==> src/rtl/dac_pkg.sv <==
package dac_pkg;
    localparam int unsigned ADDR_W = 16;
    localparam int unsigned DATA_W = 16;
    localparam int unsigned CSR_AW = 5;
    // Register byte offsets on the Avalon-MM bus
    localparam logic [CSR_AW-1:0] OFS_CONTROL = 5'h00;
    localparam logic [CSR_AW-1:0] OFS_X_START = 5'h04;
    localparam logic [CSR_AW-1:0] OFS_X_END = 5'h08;
    localparam logic [CSR_AW-1:0] OFS_Y_START = 5'h0C;
    localparam logic [CSR_AW-1:0] OFS_Y_END = 5'h10;
    localparam logic [CSR_AW-1:0] OFS_STATUS = 5'h14;
    localparam logic [CSR_AW-1:0] OFS_ERR_ADDR = 5'h18;
    // Control field layout
    localparam int unsigned CTL_XSEL_LO = 0;
    localparam int unsigned CTL_YSEL_LO = 4;
    localparam int unsigned CTL_YEN_BIT = 14;
    localparam int unsigned CTL_XEN_BIT = 15;
    localparam logic [3:0] SEL_NONE = 4'hF;
    localparam logic [15:0] CONTROL_RST = 16'h00FF;
    localparam logic [14:0] START_HI_RST = 15'h0000;
    localparam logic [14:0] END_HI_RST = 15'h7FFF;
    // Fixed low bits of the boundary registers
    localparam logic START_LSB = 1'b0;
    localparam logic END_LSB = 1'b1;
    localparam int unsigned STS_ERR_BIT = 0;
    localparam logic [15:0] STEP_WORD = 16'h0002;
    localparam logic [15:0] STEP_BYTE = 16'h0001;
    localparam logic [1:0] BE_LOW = 2'b01;
    localparam logic [1:0] BE_HIGH = 2'b10;
    localparam logic [1:0] BE_WORD = 2'b11;

    typedef enum logic [2:0] {
        DAC_MODE_NONE = 3'h0,
        DAC_MODE_POST_INC = 3'h1,
        DAC_MODE_POST_DEC = 3'h2,
        DAC_MODE_PRE_INC = 3'h3,
        DAC_MODE_PRE_DEC = 3'h4
    } dac_mode_t;

    typedef enum logic [1:0] {
        DAC_BUS_IDLE = 2'b00,
        DAC_BUS_ANSWER = 2'b01
    } dac_bus_t;
endpackage

==> src/rtl/dac_top.sv <==
// What this block does
// - Word accesses drop the address low bit and use the even word.
// - Word data is little-endian: low byte even, high byte odd.
// - Byte accesses pick the byte by low bit, returned on bits 7:0.
// - Word pointer modification steps by two.
// - Word access at odd address raises address error in the same cycle as the access.
// - Misaligned word read completes; misaligned word write is suppressed.
// - Any working register but 15 may be the circular pointer; only it wraps.
// - One circular buffer in X space and one in Y space.
// - Buffers of any length up to 32K words, word or byte data.
// - Boundary checks use word addresses; byte buffers need even length.
// - Start register bit 0 always reads zero.
// - End register bit 0 always reads one.
// - Incrementing pointer past end reloads from the start.
// - Decrementing pointer past start reloads from the end.
// - X wrap active when select is not 15 and bit 15 set.
// - Y wrap active when select is not 15 and bit 14 set.
// - At-or-beyond bound detection; overshoot up to one length corrected.
`timescale 1ns/10ps
`default_nettype none
module dac_top (
    input wire logic i_clock,
    input wire logic i_rstn,
    input wire logic [dac_pkg::CSR_AW-1:0] i_avs_address,
    input wire logic i_avs_read,
    input wire logic i_avs_write,
    input wire logic [31:0] i_avs_writedata,
    input wire logic [3:0] i_avs_byteenable,
    output logic [31:0] o_avs_readdata,
    output logic o_avs_waitrequest,
    input wire logic i_req_valid,
    input wire logic i_req_y,
    input wire logic [3:0] i_req_reg,
    input wire logic [dac_pkg::ADDR_W-1:0] i_req_ptr,
    input wire logic [2:0] i_req_mode,
    input wire logic i_req_byte,
    input wire logic i_req_write,
    input wire logic [dac_pkg::DATA_W-1:0] i_req_wdata,
    input wire logic [dac_pkg::DATA_W-1:0] i_mem_rdata,
    output logic [dac_pkg::ADDR_W-1:0] o_mem_addr,
    output logic o_mem_re,
    output logic o_mem_we,
    output logic [1:0] o_mem_be,
    output logic [dac_pkg::DATA_W-1:0] o_mem_wdata,
    output logic [dac_pkg::DATA_W-1:0] o_rd_data,
    output logic o_ptr_we,
    output logic [3:0] o_ptr_reg,
    output logic [dac_pkg::ADDR_W-1:0] o_ptr_val,
    output logic o_addr_err,
    output logic o_wrapped
);
    logic [15:0] ctrl_ff, nxt_ctrl;
    logic [14:0] xs_ff, nxt_xs, xe_ff, nxt_xe, ys_ff, nxt_ys, ye_ff, nxt_ye;
    logic err_sticky_ff, nxt_err_sticky;
    logic [15:0] err_addr_ff, nxt_err_addr;
    dac_pkg::dac_bus_t bus_ff, nxt_bus;
    logic [31:0] rdata_ff, nxt_rdata;
    logic wait_ff, nxt_wait;

    logic [15:0] addr_ff, nxt_addr;
    logic re_ff, nxt_re, we_ff, nxt_we;
    logic [1:0] be_ff, nxt_be;
    logic [15:0] wdata_ff, nxt_wdata, rd_ff, nxt_rd;
    logic pwe_ff, nxt_pwe;
    logic [3:0] preg_ff, nxt_preg;
    logic [15:0] pval_ff, nxt_pval;
    logic err_ff, nxt_err, wrap_ff, nxt_wrap;
    logic rd_byte_ff, nxt_rd_byte, rd_odd_ff, nxt_rd_odd;

    // Register file views with fixed low bits
    logic [15:0] x_start, x_end, y_start, y_end;
    assign x_start = {xs_ff, dac_pkg::START_LSB};
    assign y_start = {ys_ff, dac_pkg::START_LSB};
    assign x_end = {xe_ff, dac_pkg::END_LSB};
    assign y_end = {ye_ff, dac_pkg::END_LSB};

    logic x_active, y_active;
    assign x_active = ctrl_ff[dac_pkg::CTL_XEN_BIT]
        && (ctrl_ff[dac_pkg::CTL_XSEL_LO +: 4] != dac_pkg::SEL_NONE);
    assign y_active = ctrl_ff[dac_pkg::CTL_YEN_BIT]
        && (ctrl_ff[dac_pkg::CTL_YSEL_LO +: 4] != dac_pkg::SEL_NONE);

    // Avalon-MM slave: fixed one wait cycle, answer at the second edge
    logic bus_req, take;
    assign bus_req = i_avs_read || i_avs_write;
    assign take = bus_req && (bus_ff == dac_pkg::DAC_BUS_ANSWER);

    logic csr_err_set;
    logic [15:0] nxt_addr_raw;

    always_comb begin
        nxt_bus = bus_ff;
        nxt_wait = 1'b1;
        nxt_rdata = rdata_ff;
        nxt_ctrl = ctrl_ff;
        nxt_xs = xs_ff;
        nxt_xe = xe_ff;
        nxt_ys = ys_ff;
        nxt_ye = ye_ff;
        nxt_err_sticky = err_sticky_ff;
        nxt_err_addr = err_addr_ff;
        case (bus_ff)
            dac_pkg::DAC_BUS_IDLE: begin
                if (bus_req) begin
                    nxt_bus = dac_pkg::DAC_BUS_ANSWER;
                    nxt_wait = 1'b0;
                    nxt_rdata = 32'h0000_0000;
                    case (i_avs_address)
                        dac_pkg::OFS_CONTROL: nxt_rdata[15:0] = ctrl_ff;
                        dac_pkg::OFS_X_START: nxt_rdata[15:0] = x_start;
                        dac_pkg::OFS_X_END: nxt_rdata[15:0] = x_end;
                        dac_pkg::OFS_Y_START: nxt_rdata[15:0] = y_start;
                        dac_pkg::OFS_Y_END: nxt_rdata[15:0] = y_end;
                        dac_pkg::OFS_STATUS: nxt_rdata[dac_pkg::STS_ERR_BIT] = err_sticky_ff;
                        dac_pkg::OFS_ERR_ADDR: nxt_rdata[15:0] = err_addr_ff;
                        default: nxt_rdata = 32'h0000_0000;
                    endcase
                end
            end
            dac_pkg::DAC_BUS_ANSWER: begin
                nxt_bus = dac_pkg::DAC_BUS_IDLE;
                if (take && i_avs_write) begin
                    case (i_avs_address)
                        dac_pkg::OFS_CONTROL: begin
                            if (i_avs_byteenable[0]) nxt_ctrl[7:0] = i_avs_writedata[7:0];
                            if (i_avs_byteenable[1]) begin
                                nxt_ctrl[dac_pkg::CTL_XEN_BIT] =
                                    i_avs_writedata[dac_pkg::CTL_XEN_BIT];
                                nxt_ctrl[dac_pkg::CTL_YEN_BIT] =
                                    i_avs_writedata[dac_pkg::CTL_YEN_BIT];
                            end
                        end
                        dac_pkg::OFS_X_START: begin
                            if (i_avs_byteenable[0]) nxt_xs[6:0] = i_avs_writedata[7:1];
                            if (i_avs_byteenable[1]) nxt_xs[14:7] = i_avs_writedata[15:8];
                        end
                        dac_pkg::OFS_X_END: begin
                            if (i_avs_byteenable[0]) nxt_xe[6:0] = i_avs_writedata[7:1];
                            if (i_avs_byteenable[1]) nxt_xe[14:7] = i_avs_writedata[15:8];
                        end
                        dac_pkg::OFS_Y_START: begin
                            if (i_avs_byteenable[0]) nxt_ys[6:0] = i_avs_writedata[7:1];
                            if (i_avs_byteenable[1]) nxt_ys[14:7] = i_avs_writedata[15:8];
                        end
                        dac_pkg::OFS_Y_END: begin
                            if (i_avs_byteenable[0]) nxt_ye[6:0] = i_avs_writedata[7:1];
                            if (i_avs_byteenable[1]) nxt_ye[14:7] = i_avs_writedata[15:8];
                        end
                        dac_pkg::OFS_STATUS: begin
                            if (i_avs_byteenable[0]
                                && i_avs_writedata[dac_pkg::STS_ERR_BIT]) begin
                                nxt_err_sticky = 1'b0;
                            end
                        end
                        default: nxt_err_sticky = err_sticky_ff;
                    endcase
                end
            end
            default: nxt_bus = dac_pkg::DAC_BUS_IDLE;
        endcase
        // New error wins over a clear in the same cycle
        if (csr_err_set) begin
            nxt_err_sticky = 1'b1;
            nxt_err_addr = nxt_addr_raw;
        end
    end

    // Address generation for one pipeline request per cycle
    logic [15:0] step, incd, decd, base_start, base_end, blen, wrapped_ptr, ea_raw;
    logic is_inc, is_dec, is_pre, sel_hit, over_hi, over_lo, wrap_now, misalign;

    always_comb begin
        step = i_req_byte ? dac_pkg::STEP_BYTE : dac_pkg::STEP_WORD;
        incd = i_req_ptr + step;
        decd = i_req_ptr - step;
        is_inc = (i_req_mode == dac_pkg::DAC_MODE_POST_INC)
            || (i_req_mode == dac_pkg::DAC_MODE_PRE_INC);
        is_dec = (i_req_mode == dac_pkg::DAC_MODE_POST_DEC)
            || (i_req_mode == dac_pkg::DAC_MODE_PRE_DEC);
        is_pre = (i_req_mode == dac_pkg::DAC_MODE_PRE_INC)
            || (i_req_mode == dac_pkg::DAC_MODE_PRE_DEC);
        // One buffer per space, pointer chosen by its select field
        base_start = i_req_y ? y_start : x_start;
        base_end = i_req_y ? y_end : x_end;
        sel_hit = i_req_y
            ? (y_active && (i_req_reg == ctrl_ff[dac_pkg::CTL_YSEL_LO +: 4]))
            : (x_active && (i_req_reg == ctrl_ff[dac_pkg::CTL_XSEL_LO +: 4]));
        // Length wraps to zero for a full 32K-word buffer, still exact mod 2^16
        blen = base_end - base_start + dac_pkg::STEP_BYTE;
        // Word-granular at-or-beyond compares
        over_hi = incd[15:1] > base_end[15:1];
        over_lo = decd[15:1] < base_start[15:1];
        wrap_now = sel_hit && ((is_inc && over_hi) || (is_dec && over_lo));
        if (is_inc) begin
            wrapped_ptr = (sel_hit && over_hi) ? incd - blen : incd;
        end else if (is_dec) begin
            wrapped_ptr = (sel_hit && over_lo) ? decd + blen : decd;
        end else begin
            wrapped_ptr = i_req_ptr;
        end
        ea_raw = is_pre ? wrapped_ptr : i_req_ptr;
        misalign = !i_req_byte && ea_raw[0];
        nxt_addr_raw = ea_raw;
    end

    assign csr_err_set = i_req_valid && misalign;

    always_comb begin
        nxt_addr = {ea_raw[15:1], 1'b0};
        nxt_re = i_req_valid && !i_req_write;
        // Y path never writes; misaligned word writes are dropped
        nxt_we = i_req_valid && i_req_write && !i_req_y && !misalign;
        nxt_wdata = i_req_byte ? {i_req_wdata[7:0], i_req_wdata[7:0]} : i_req_wdata;
        if (!i_req_byte) begin
            nxt_be = dac_pkg::BE_WORD;
        end else begin
            nxt_be = ea_raw[0] ? dac_pkg::BE_HIGH : dac_pkg::BE_LOW;
        end
        nxt_pwe = i_req_valid && (is_inc || is_dec);
        nxt_preg = i_req_valid ? i_req_reg : preg_ff;
        nxt_pval = i_req_valid ? wrapped_ptr : pval_ff;
        nxt_err = i_req_valid && misalign;
        nxt_wrap = i_req_valid && wrap_now;
        nxt_rd_byte = i_req_valid ? i_req_byte : rd_byte_ff;
        nxt_rd_odd = i_req_valid ? ea_raw[0] : rd_odd_ff;
        // Read data steered from the access issued one cycle earlier
        if (rd_byte_ff) begin
            nxt_rd = {8'h00, rd_odd_ff ? i_mem_rdata[15:8] : i_mem_rdata[7:0]};
        end else begin
            nxt_rd = i_mem_rdata;
        end
    end

    always_ff @(posedge i_clock or negedge i_rstn) begin
        if (!i_rstn) begin
            bus_ff <= dac_pkg::DAC_BUS_IDLE;
            wait_ff <= 1'b1;
            rdata_ff <= 32'h0000_0000;
            ctrl_ff <= dac_pkg::CONTROL_RST;
            xs_ff <= dac_pkg::START_HI_RST;
            ys_ff <= dac_pkg::START_HI_RST;
            xe_ff <= dac_pkg::END_HI_RST;
            ye_ff <= dac_pkg::END_HI_RST;
            err_sticky_ff <= 1'b0;
            err_addr_ff <= 16'h0000;
            addr_ff <= 16'h0000;
            re_ff <= 1'b0;
            we_ff <= 1'b0;
            be_ff <= 2'b00;
            wdata_ff <= 16'h0000;
            rd_ff <= 16'h0000;
            pwe_ff <= 1'b0;
            preg_ff <= 4'h0;
            pval_ff <= 16'h0000;
            err_ff <= 1'b0;
            wrap_ff <= 1'b0;
            rd_byte_ff <= 1'b0;
            rd_odd_ff <= 1'b0;
        end else begin
            bus_ff <= nxt_bus;
            wait_ff <= nxt_wait;
            rdata_ff <= nxt_rdata;
            ctrl_ff <= nxt_ctrl;
            xs_ff <= nxt_xs;
            ys_ff <= nxt_ys;
            xe_ff <= nxt_xe;
            ye_ff <= nxt_ye;
            err_sticky_ff <= nxt_err_sticky;
            err_addr_ff <= nxt_err_addr;
            addr_ff <= nxt_addr;
            re_ff <= nxt_re;
            we_ff <= nxt_we;
            be_ff <= nxt_be;
            wdata_ff <= nxt_wdata;
            rd_ff <= nxt_rd;
            pwe_ff <= nxt_pwe;
            preg_ff <= nxt_preg;
            pval_ff <= nxt_pval;
            err_ff <= nxt_err;
            wrap_ff <= nxt_wrap;
            rd_byte_ff <= nxt_rd_byte;
            rd_odd_ff <= nxt_rd_odd;
        end
    end

    assign o_avs_readdata = rdata_ff;
    assign o_avs_waitrequest = wait_ff;
    assign o_mem_addr = addr_ff;
    assign o_mem_re = re_ff;
    assign o_mem_we = we_ff;
    assign o_mem_be = be_ff;
    assign o_mem_wdata = wdata_ff;
    assign o_rd_data = rd_ff;
    assign o_ptr_we = pwe_ff;
    assign o_ptr_reg = preg_ff;
    assign o_ptr_val = pval_ff;
    assign o_addr_err = err_ff;
    assign o_wrapped = wrap_ff;
endmodule // dac_top
`default_nettype wire

==> config.mk <==
export PLATFORM = sky130hd
export DESIGN_NAME = dac_top
export DESIGN_NICKNAME = d
export VERILOG_FILES = /design/src/rtl/dac_pkg.sv /design/src/rtl/dac_top.sv
export SDC_FILE = /design/constraint.sdc
export NUM_CORES = 1
export LEC_CHECK = 0
export ABC_CLOCK_PERIOD_IN_PS = 6400
export BUFFER_PORTS_ARGS = -buffer_cell sky130_fd_sc_hd__buf_2
export CORE_UTILIZATION = 42
export CTS_CLUSTER_DIAMETER = 40
export DETAILED_ROUTE_END_ITERATION = 7
export PLACE_DENSITY = 0.61
export SLEW_MARGIN = 10
export SYNTH_ARGS = -nofsm -noshare
export SYNTH_HDL_FRONTEND = slang
export SYNTH_SLANG_ARGS = --single-unit
==> constraint.sdc <==
create_clock -name i_clock -period 6.4 [get_ports i_clock]
set_input_delay 1.28 -clock i_clock [delete_from_list [all_inputs] [get_ports i_clock]]
set_output_delay 1.28 -clock i_clock [all_outputs]
set_load 0.1 [all_outputs]
# Word-level counts from Yosys, hierarchy flattened
# Cells that the tools add are included.
[totals]
elab_cells = 126
output_inout_bits = 108
ff_bits = 182
[classes]
addsub = 6
n_eq_ne = 16
order_cmp = 2
reduce_logical = 49
n_mux = 25
[ops]
columns = ["cell", "n"]
rows = [
  ["16-bit 2-to-1 mux", 9],
  ["15-bit case mux with 6 select lines", 1],
  ["4-bit AND reduction", 11],
  ["16-bit subtractor", 2],
  ["1-bit logical AND", 20],
  ["16-bit by 1-bit adder with 16-bit output, second input constant", 1],
  ["16-bit adder", 1],
  ["16-bit by 2-bit adder with 16-bit output", 1],
  ["16-bit by 2-bit subtractor with 16-bit output", 1],
  ["5-bit equality test, second input constant", 3],
  ["15-bit greater-than comparator", 1],
  ["15-bit less-than comparator", 1],
  ["5-bit by 4-bit equality test with 1-bit output, second input constant", 2],
  ["2-bit 2-to-1 mux", 5],
  ["4-bit equality test", 2],
  ["1-bit 2-to-1 mux", 8],
  ["8-bit 2-to-1 mux", 1],
  ["4-bit != test, second input constant", 2],
  ["2-bit nonzero test", 4],
  ["3-bit by 2-bit equality test with 1-bit output, second input constant", 2],
  ["1-bit logical OR", 6],
  ["5-bit by 3-bit equality test with 1-bit output, second input constant", 1],
  ["5-bit zero test", 1],
  ["1-bit zero test", 4],
  ["8 further kinds", 8],
]

# Logic depth before layout (Yosys ltp)
[depth]
depth_word = 13
ltp_mapped = 26
depth_no_buf = 23

# Worst setup path before layout
# OpenSTA, ideal clock, no wires.
[synth_path]
kind = "input port to flip-flop"
start = "input i_req_y"
end = "register pval_ff[13] (netlist: o_ptr_val[13])"
cell_stages = 25
setup_slack_ps = 234
setup_time_ps = 101
arrival_time_ps = 6065
path_cell_list = "buf_6 clkbuf_1 mux2i_1 inv_1 ha_1 ha_1 nor2b_1 o21ai_0 a21boi_0 o21ai_0 a21boi_0 o21ai_0 nand2b_1 xor2_1 inv_1 ha_1 a21o_1 a21o_1 a21oi_1 o21ai_0 a21o_1 a21oi_1 mux2_2 or2_2 o32ai_1"
[synth_between]
elab_chain_len = 7
elab_cells_between_ends = 15
cone_classes = "4 x add/sub; 2 x order compare; 7 x mux; 2 x reduce/logical"
[synth_rtl]
columns = ["item", "line", "text"]
rows = [
  ["from (decl)", "dac_top.sv:32", "input wire logic i_req_y,"],
  ["16-bit 2-to-1 mux (on tied branches)", "dac_top.sv:184, dac_top.sv:183", ""],
  ["16-bit subtractor", "dac_top.sv:189", "blen = base_end - base_start + dac_pkg::STEP_BYTE;"],
  ["16-bit by 1-bit adder with 16-bit output", "dac_top.sv:189", ""],
  ["16-bit adder", "dac_top.sv:197", "wrapped_ptr = (sel_hit && over_lo) ? decd + blen : decd;"],
  ["16-bit 2-to-1 mux", "dac_top.sv:197", ""],
  ["16-bit 2-to-1 mux", "dac_top.sv:196", "end else if (is_dec) begin"],
  ["16-bit 2-to-1 mux *", "dac_top.sv:194", "if (is_inc) begin"],
  ["to (signal assigned)", "dac_top.sv:278", "pval_ff <= nxt_pval;"],
  ["to (decl)", "dac_top.sv:66", "logic [15:0] pval_ff, nxt_pval;"],
]
# Mark *: on every way between the ends. The rest lies on a longest branch, timed or not.
# A chain may end at the register's enable or synchronous reset.

# Final worst setup path
[layout_path]
start = "input i_req_y"
end = "register err_addr_ff[12]"
[layout_between]
elab_cells_between_ends = 18
cone_classes = "4 x add/sub; 2 x order compare; 8 x mux; 4 x reduce/logical"
[layout_rtl]
columns = ["item", "line", "text"]
rows = [
  ["16-bit 2-to-1 mux (on tied branches)", "dac_top.sv:184, dac_top.sv:183", ""],
  ["16-bit subtractor", "dac_top.sv:189", ""],
  ["16-bit by 1-bit adder with 16-bit output", "dac_top.sv:189", ""],
  ["16-bit adder", "dac_top.sv:197", ""],
  ["16-bit 2-to-1 mux", "dac_top.sv:197", ""],
  ["16-bit 2-to-1 mux", "dac_top.sv:196", ""],
  ["16-bit 2-to-1 mux *", "dac_top.sv:194", ""],
  ["16-bit 2-to-1 mux *", "dac_top.sv:201", "ea_raw = is_pre ? wrapped_ptr : i_req_ptr;"],
  ["via ea_raw[12]", "dac_top.sv:169", "logic [15:0] step, incd, decd, base_start, base_end, blen, wrapped_ptr, ea_raw;"],
  ["to (signal assigned)", "dac_top.sv:269", "err_addr_ff <= nxt_err_addr;"],
  ["to (decl)", "dac_top.sv:55", "logic [15:0] err_addr_ff, nxt_err_addr;"],
]
# Mark *: on every way through the listed nets, which the timed path passes. The rest lies on a longest branch.

==> impl_metrics.csv <==
group,metric,value,unit
setup_path,type_of_the_worst_setup_path,"primary input to flip-flop",
logic_synthesis,synth.ff_latch_count,181,
layout,design.final.nets,1619,
min_path,hold_path_class,"flip-flop to flip-flop",
layout,area_occupied_by_multi_input_gates,7120,um^2
timing,report.final.slew_viol_count,0,
die,dieWidth,172,um
timing,timing.fmax,0.169,GHz
grt,wire_length_of_the_first_global_routing_pass,55800,um
logic_synthesis,avgSynthCellArea,9.94,um^2
layout,final_cell_area,14300,um^2
power_and_ir_drop,power.net_switching,0.00210,W
setup_path,worst_r2r_startpoint,"ye_ff[1]",
power_and_ir_drop,switching_share,43.7,%
grt,grt_max_degree,81,
power_and_ir_drop,power_frac_clock,22.9,%
power_and_ir_drop,power-per-cell-area,335,nW/um^2
grt,number_of_antenna_violations_at_the_first_check_in_global_routing,1,
timing,slew_headroom,27.0,%
setup_path,worst_ep_arrival_time,6230,ps
timing,worst_slew_pin_slew,1090,ps
status,outcome,"finished clean",
grt,aggregate_global_route_resource_usage,25.2,%
setup_path,worst_r2r_endpoint,"err_addr_ff[12]",
logic_synthesis,ys.flop_type,"sky130_fd_sc_hd__dfrtp_1",
route,route.detailed.vias_per_inst,5.65,
setup_path,register_to_register_setup_slack,1220,ps
timing,final.hold.worst_slack,481,ps
timing,finalHoldViolCount,0,
min_path,timing.hold.worst_path_depth,2,
place,post_place_cell_area,13700,um^2
power_and_ir_drop,vdd_drop_max,0.000215,V
cts,max-clock-path-buffers,2,
route,route.antenna.remaining_nets,0,
setup_path,required,6720,ps
place,post-dp-hpwl,27800,um
timing,rsz0062_at_grt,"no",
die,io_pins,212,
layout,layout_commonest_cell,"sky130_fd_sc_hd__buf_2",
cts,cts_sinks,181,
die,floorplan.initialDensity,43.3,%
logic_synthesis,netlist.area_leader.share,29.2,%
cts,clk_transition_reported_paths,90,ps
timing,fin_skew,19.5,ps
layout,layoutNonFillerInstCount,1813,
grt,grt_pass1_vias,9752,
route,dr_total_vias,10200,
setup_path,start_kind,"primary input",
layout,drive_gt1_share,30.3,%
die,std_cell_rows,61,
cts,setup_bufs_post_cts,0,
layout,layout_common_cells,"sky130_fd_sc_hd__buf_2 (175), sky130_fd_sc_hd__dfrtp_1 (142), sky130_fd_sc_hd__mux2_2 (112)",
place,final_wtd_congestion,0.908,
die,core-area,28200,um^2
route,drt_first_iter_violations,728,
power_and_ir_drop,seqPwrFrac,27.9,%
cts,worstSkewPairLatency,440,ps
place,io_buffer_count,176,
grt,grt-ovfl-total,0,
timing,setup_violations,0,
logic_synthesis,yosysSeqAreaShare,37.6,%
logic_synthesis,synthTopCellsByArea,"sky130_fd_sc_hd__dfrtp_1 (29%), sky130_fd_sc_hd__mux2_2 (10%), sky130_fd_sc_hd__ha_1 (9.2%)",
logic_synthesis,yosysWarnings,0,
route,routed_wirelength,36900,um
cts,clock_tree.htree_level_count,4,
logic_synthesis,syn_inst,1226,
setup_path,worst-path-max-fanout,6,
layout,seqCellArea,4580,um^2
layout,area_delta_synth_final,17.4,%
place,place.detailed.instances,1780,
route,dr.pass1.iters,5,
die,die_height,172,um
setup_path,reg2reg_depth,22,
power_and_ir_drop,cellInternalPower,0.00270,W
min_path,hold_end,"o_avs_readdata[2]",
route,drcViolationCount,0,
power_and_ir_drop,power_frac_comb,49.3,%
logic_synthesis,synth_largest_area_cell,"sky130_fd_sc_hd__dfrtp_1",
min_path,worst_hold_startpoint,"o_avs_readdata[2]",
cts,clockRootBuffer,"sky130_fd_sc_hd__clkbuf_16",
layout,final_core_util,50.8,%
timing,final_clock_period_utilization_by_the_worst_path,92.3,%
logic_synthesis,synth_edf_count,0,
cts,cts-buffers-inserted,17,
logic_synthesis,synth.lib_cells_used.distinct,81,
power_and_ir_drop,leakage,6.81,nW
logic_synthesis,async_flop_share,100,%
route,avgRoutedWirePerCell,20.3,um
timing,fin_crit,5910,ps
logic_synthesis,area_of_the_mapped_netlist,12200,um^2
setup_path,endpoint_kind,"flip-flop",
layout,n_fill_cell,2632,
job,drv.max_cap_violation_count,0,
cts,cts_tree,"yes",
die,die_area,29700,um^2
==> what timing repair did <==
item	in CTS	in global routing
setup endpoints to repair	0	5
resized for setup	0	3
hold buffers	0	0
==> how the worst max path moves through the flow <==
stage / start / end / slack (ps) / cells past startpoint
after detailed placement: i_req_y / err_addr_ff[12] / -6 / 23
after global placement: i_req_y / err_addr_ff[12] / 60 / 23
after CTS: i_req_y / err_addr_ff[12] / 380 / 23
after global routing: i_req_y / err_addr_ff[12] / 80 / 23
final: i_req_y / err_addr_ff[12] / 490 / 23
after floorplan: i_req_y / o_ptr_val[13] / 230 / 25
==> synthesized netlist by cell type (11+ instances only) <==
cell type                  instances
sky130_fd_sc_hd__a21o_1           24
sky130_fd_sc_hd__a21oi_1          61
sky130_fd_sc_hd__a221oi_1         11
sky130_fd_sc_hd__a22o_1           15
sky130_fd_sc_hd__a31oi_1          18
sky130_fd_sc_hd__and3_1           14
sky130_fd_sc_hd__buf_4            17
sky130_fd_sc_hd__clkbuf_1         39
sky130_fd_sc_hd__dfrtp_1         142
sky130_fd_sc_hd__dfstp_2          39
sky130_fd_sc_hd__ha_1             90
sky130_fd_sc_hd__inv_1            53
sky130_fd_sc_hd__mux2_2          112
sky130_fd_sc_hd__mux2i_1          38
sky130_fd_sc_hd__nand2_1          77
sky130_fd_sc_hd__nand2b_1         14
sky130_fd_sc_hd__nand3_1          27
sky130_fd_sc_hd__nand4_1          11
sky130_fd_sc_hd__nor2_1           88
sky130_fd_sc_hd__nor2b_1          25
sky130_fd_sc_hd__nor3_1           23
sky130_fd_sc_hd__o21ai_0          54
sky130_fd_sc_hd__xnor2_1          38
sky130_fd_sc_hd__xor2_1           31
==> cells by family after synthesis <==
family          count (synthesis)  synth area share, %
other cells                     1               0.0308
buf+inv                       124                 4.61
fa+ha+maj                      94                 9.90
compound gates                281                 16.0
simple gates                  323                 13.1
flops                         181                 37.6
mux                           153                 13.8
xor+xnor                       69                 4.96
==> per-stage QoR <==
step / TNS [ps] / power (W) / setup slack (ps)
2_1_floorplan: 0 / 0.00309 / 234
3_3_place_gp: 0 / 0.00367 / 63.1
3_5_place_dp: -6.19 / 0.00369 / -6.19
4_1_cts: 0 / 0.00480 / 383
5_1_grt: 0 / 0.00509 / 76.9
6_report: 0 / 0.00480 / 490
==> layer usage <==
metal	track usage (%)	up-vias	share of wire, %
met2	41.6	418	47
met4	9.27	0	2.8
met5	0	-	0
met3	3.73	56	6.0
li1	-	4835	-
met1	33.3	4940	44
==> critical path: stages <==
cell and delay (ps):
sky130_fd_sc_hd__buf_2 200, sky130_fd_sc_hd__mux2i_1 300, sky130_fd_sc_hd__inv_1 70, sky130_fd_sc_hd__ha_1 310, sky130_fd_sc_hd__ha_1 300, sky130_fd_sc_hd__nor2b_1 120
sky130_fd_sc_hd__o21ai_0 110, sky130_fd_sc_hd__a21boi_0 280, sky130_fd_sc_hd__o21ai_1 130, sky130_fd_sc_hd__a21boi_1 280, sky130_fd_sc_hd__o21ai_0 120, sky130_fd_sc_hd__nand2b_1 90
sky130_fd_sc_hd__xor2_1 270, sky130_fd_sc_hd__inv_1 80, sky130_fd_sc_hd__ha_1 330, sky130_fd_sc_hd__and3_1 210, sky130_fd_sc_hd__o211a_1 130, sky130_fd_sc_hd__a41o_1 250
sky130_fd_sc_hd__o41ai_2 310, sky130_fd_sc_hd__xor2_1 170, sky130_fd_sc_hd__a21oi_1 100, sky130_fd_sc_hd__a311o_1 470, sky130_fd_sc_hd__mux2_2 290
==> power groups by stage <==
stage | Combinational [W] | Clock (W) | Sequential (W)
6_report | 0.00236 | 0.00110 | 0.00134
5_1_grt | 0.00257 | 0.00117 | 0.00135
4_1_cts | 0.00235 | 0.00111 | 0.00134
3_5_place_dp | 0.00233 | 0 | 0.00136
3_3_place_gp | 0.00231 | 0 | 0.00136
2_1_floorplan | 0.00142 | 0 | 0.00167
==> cell type report <==
class | instances | area share [%]
Timing Repair Buffer | 231 | 9.19
Clock inverter | 15 | 1.41
Tap cell | 378 | 3.31
Antenna cell | 1 | 0.0175
Clock buffer | 17 | 2.97
Sequential cell | 181 | 32.0
Multi-Input combinational cell | 937 | 49.7
Inverter | 53 | 1.39
Power figures use the tool's default switching activity.
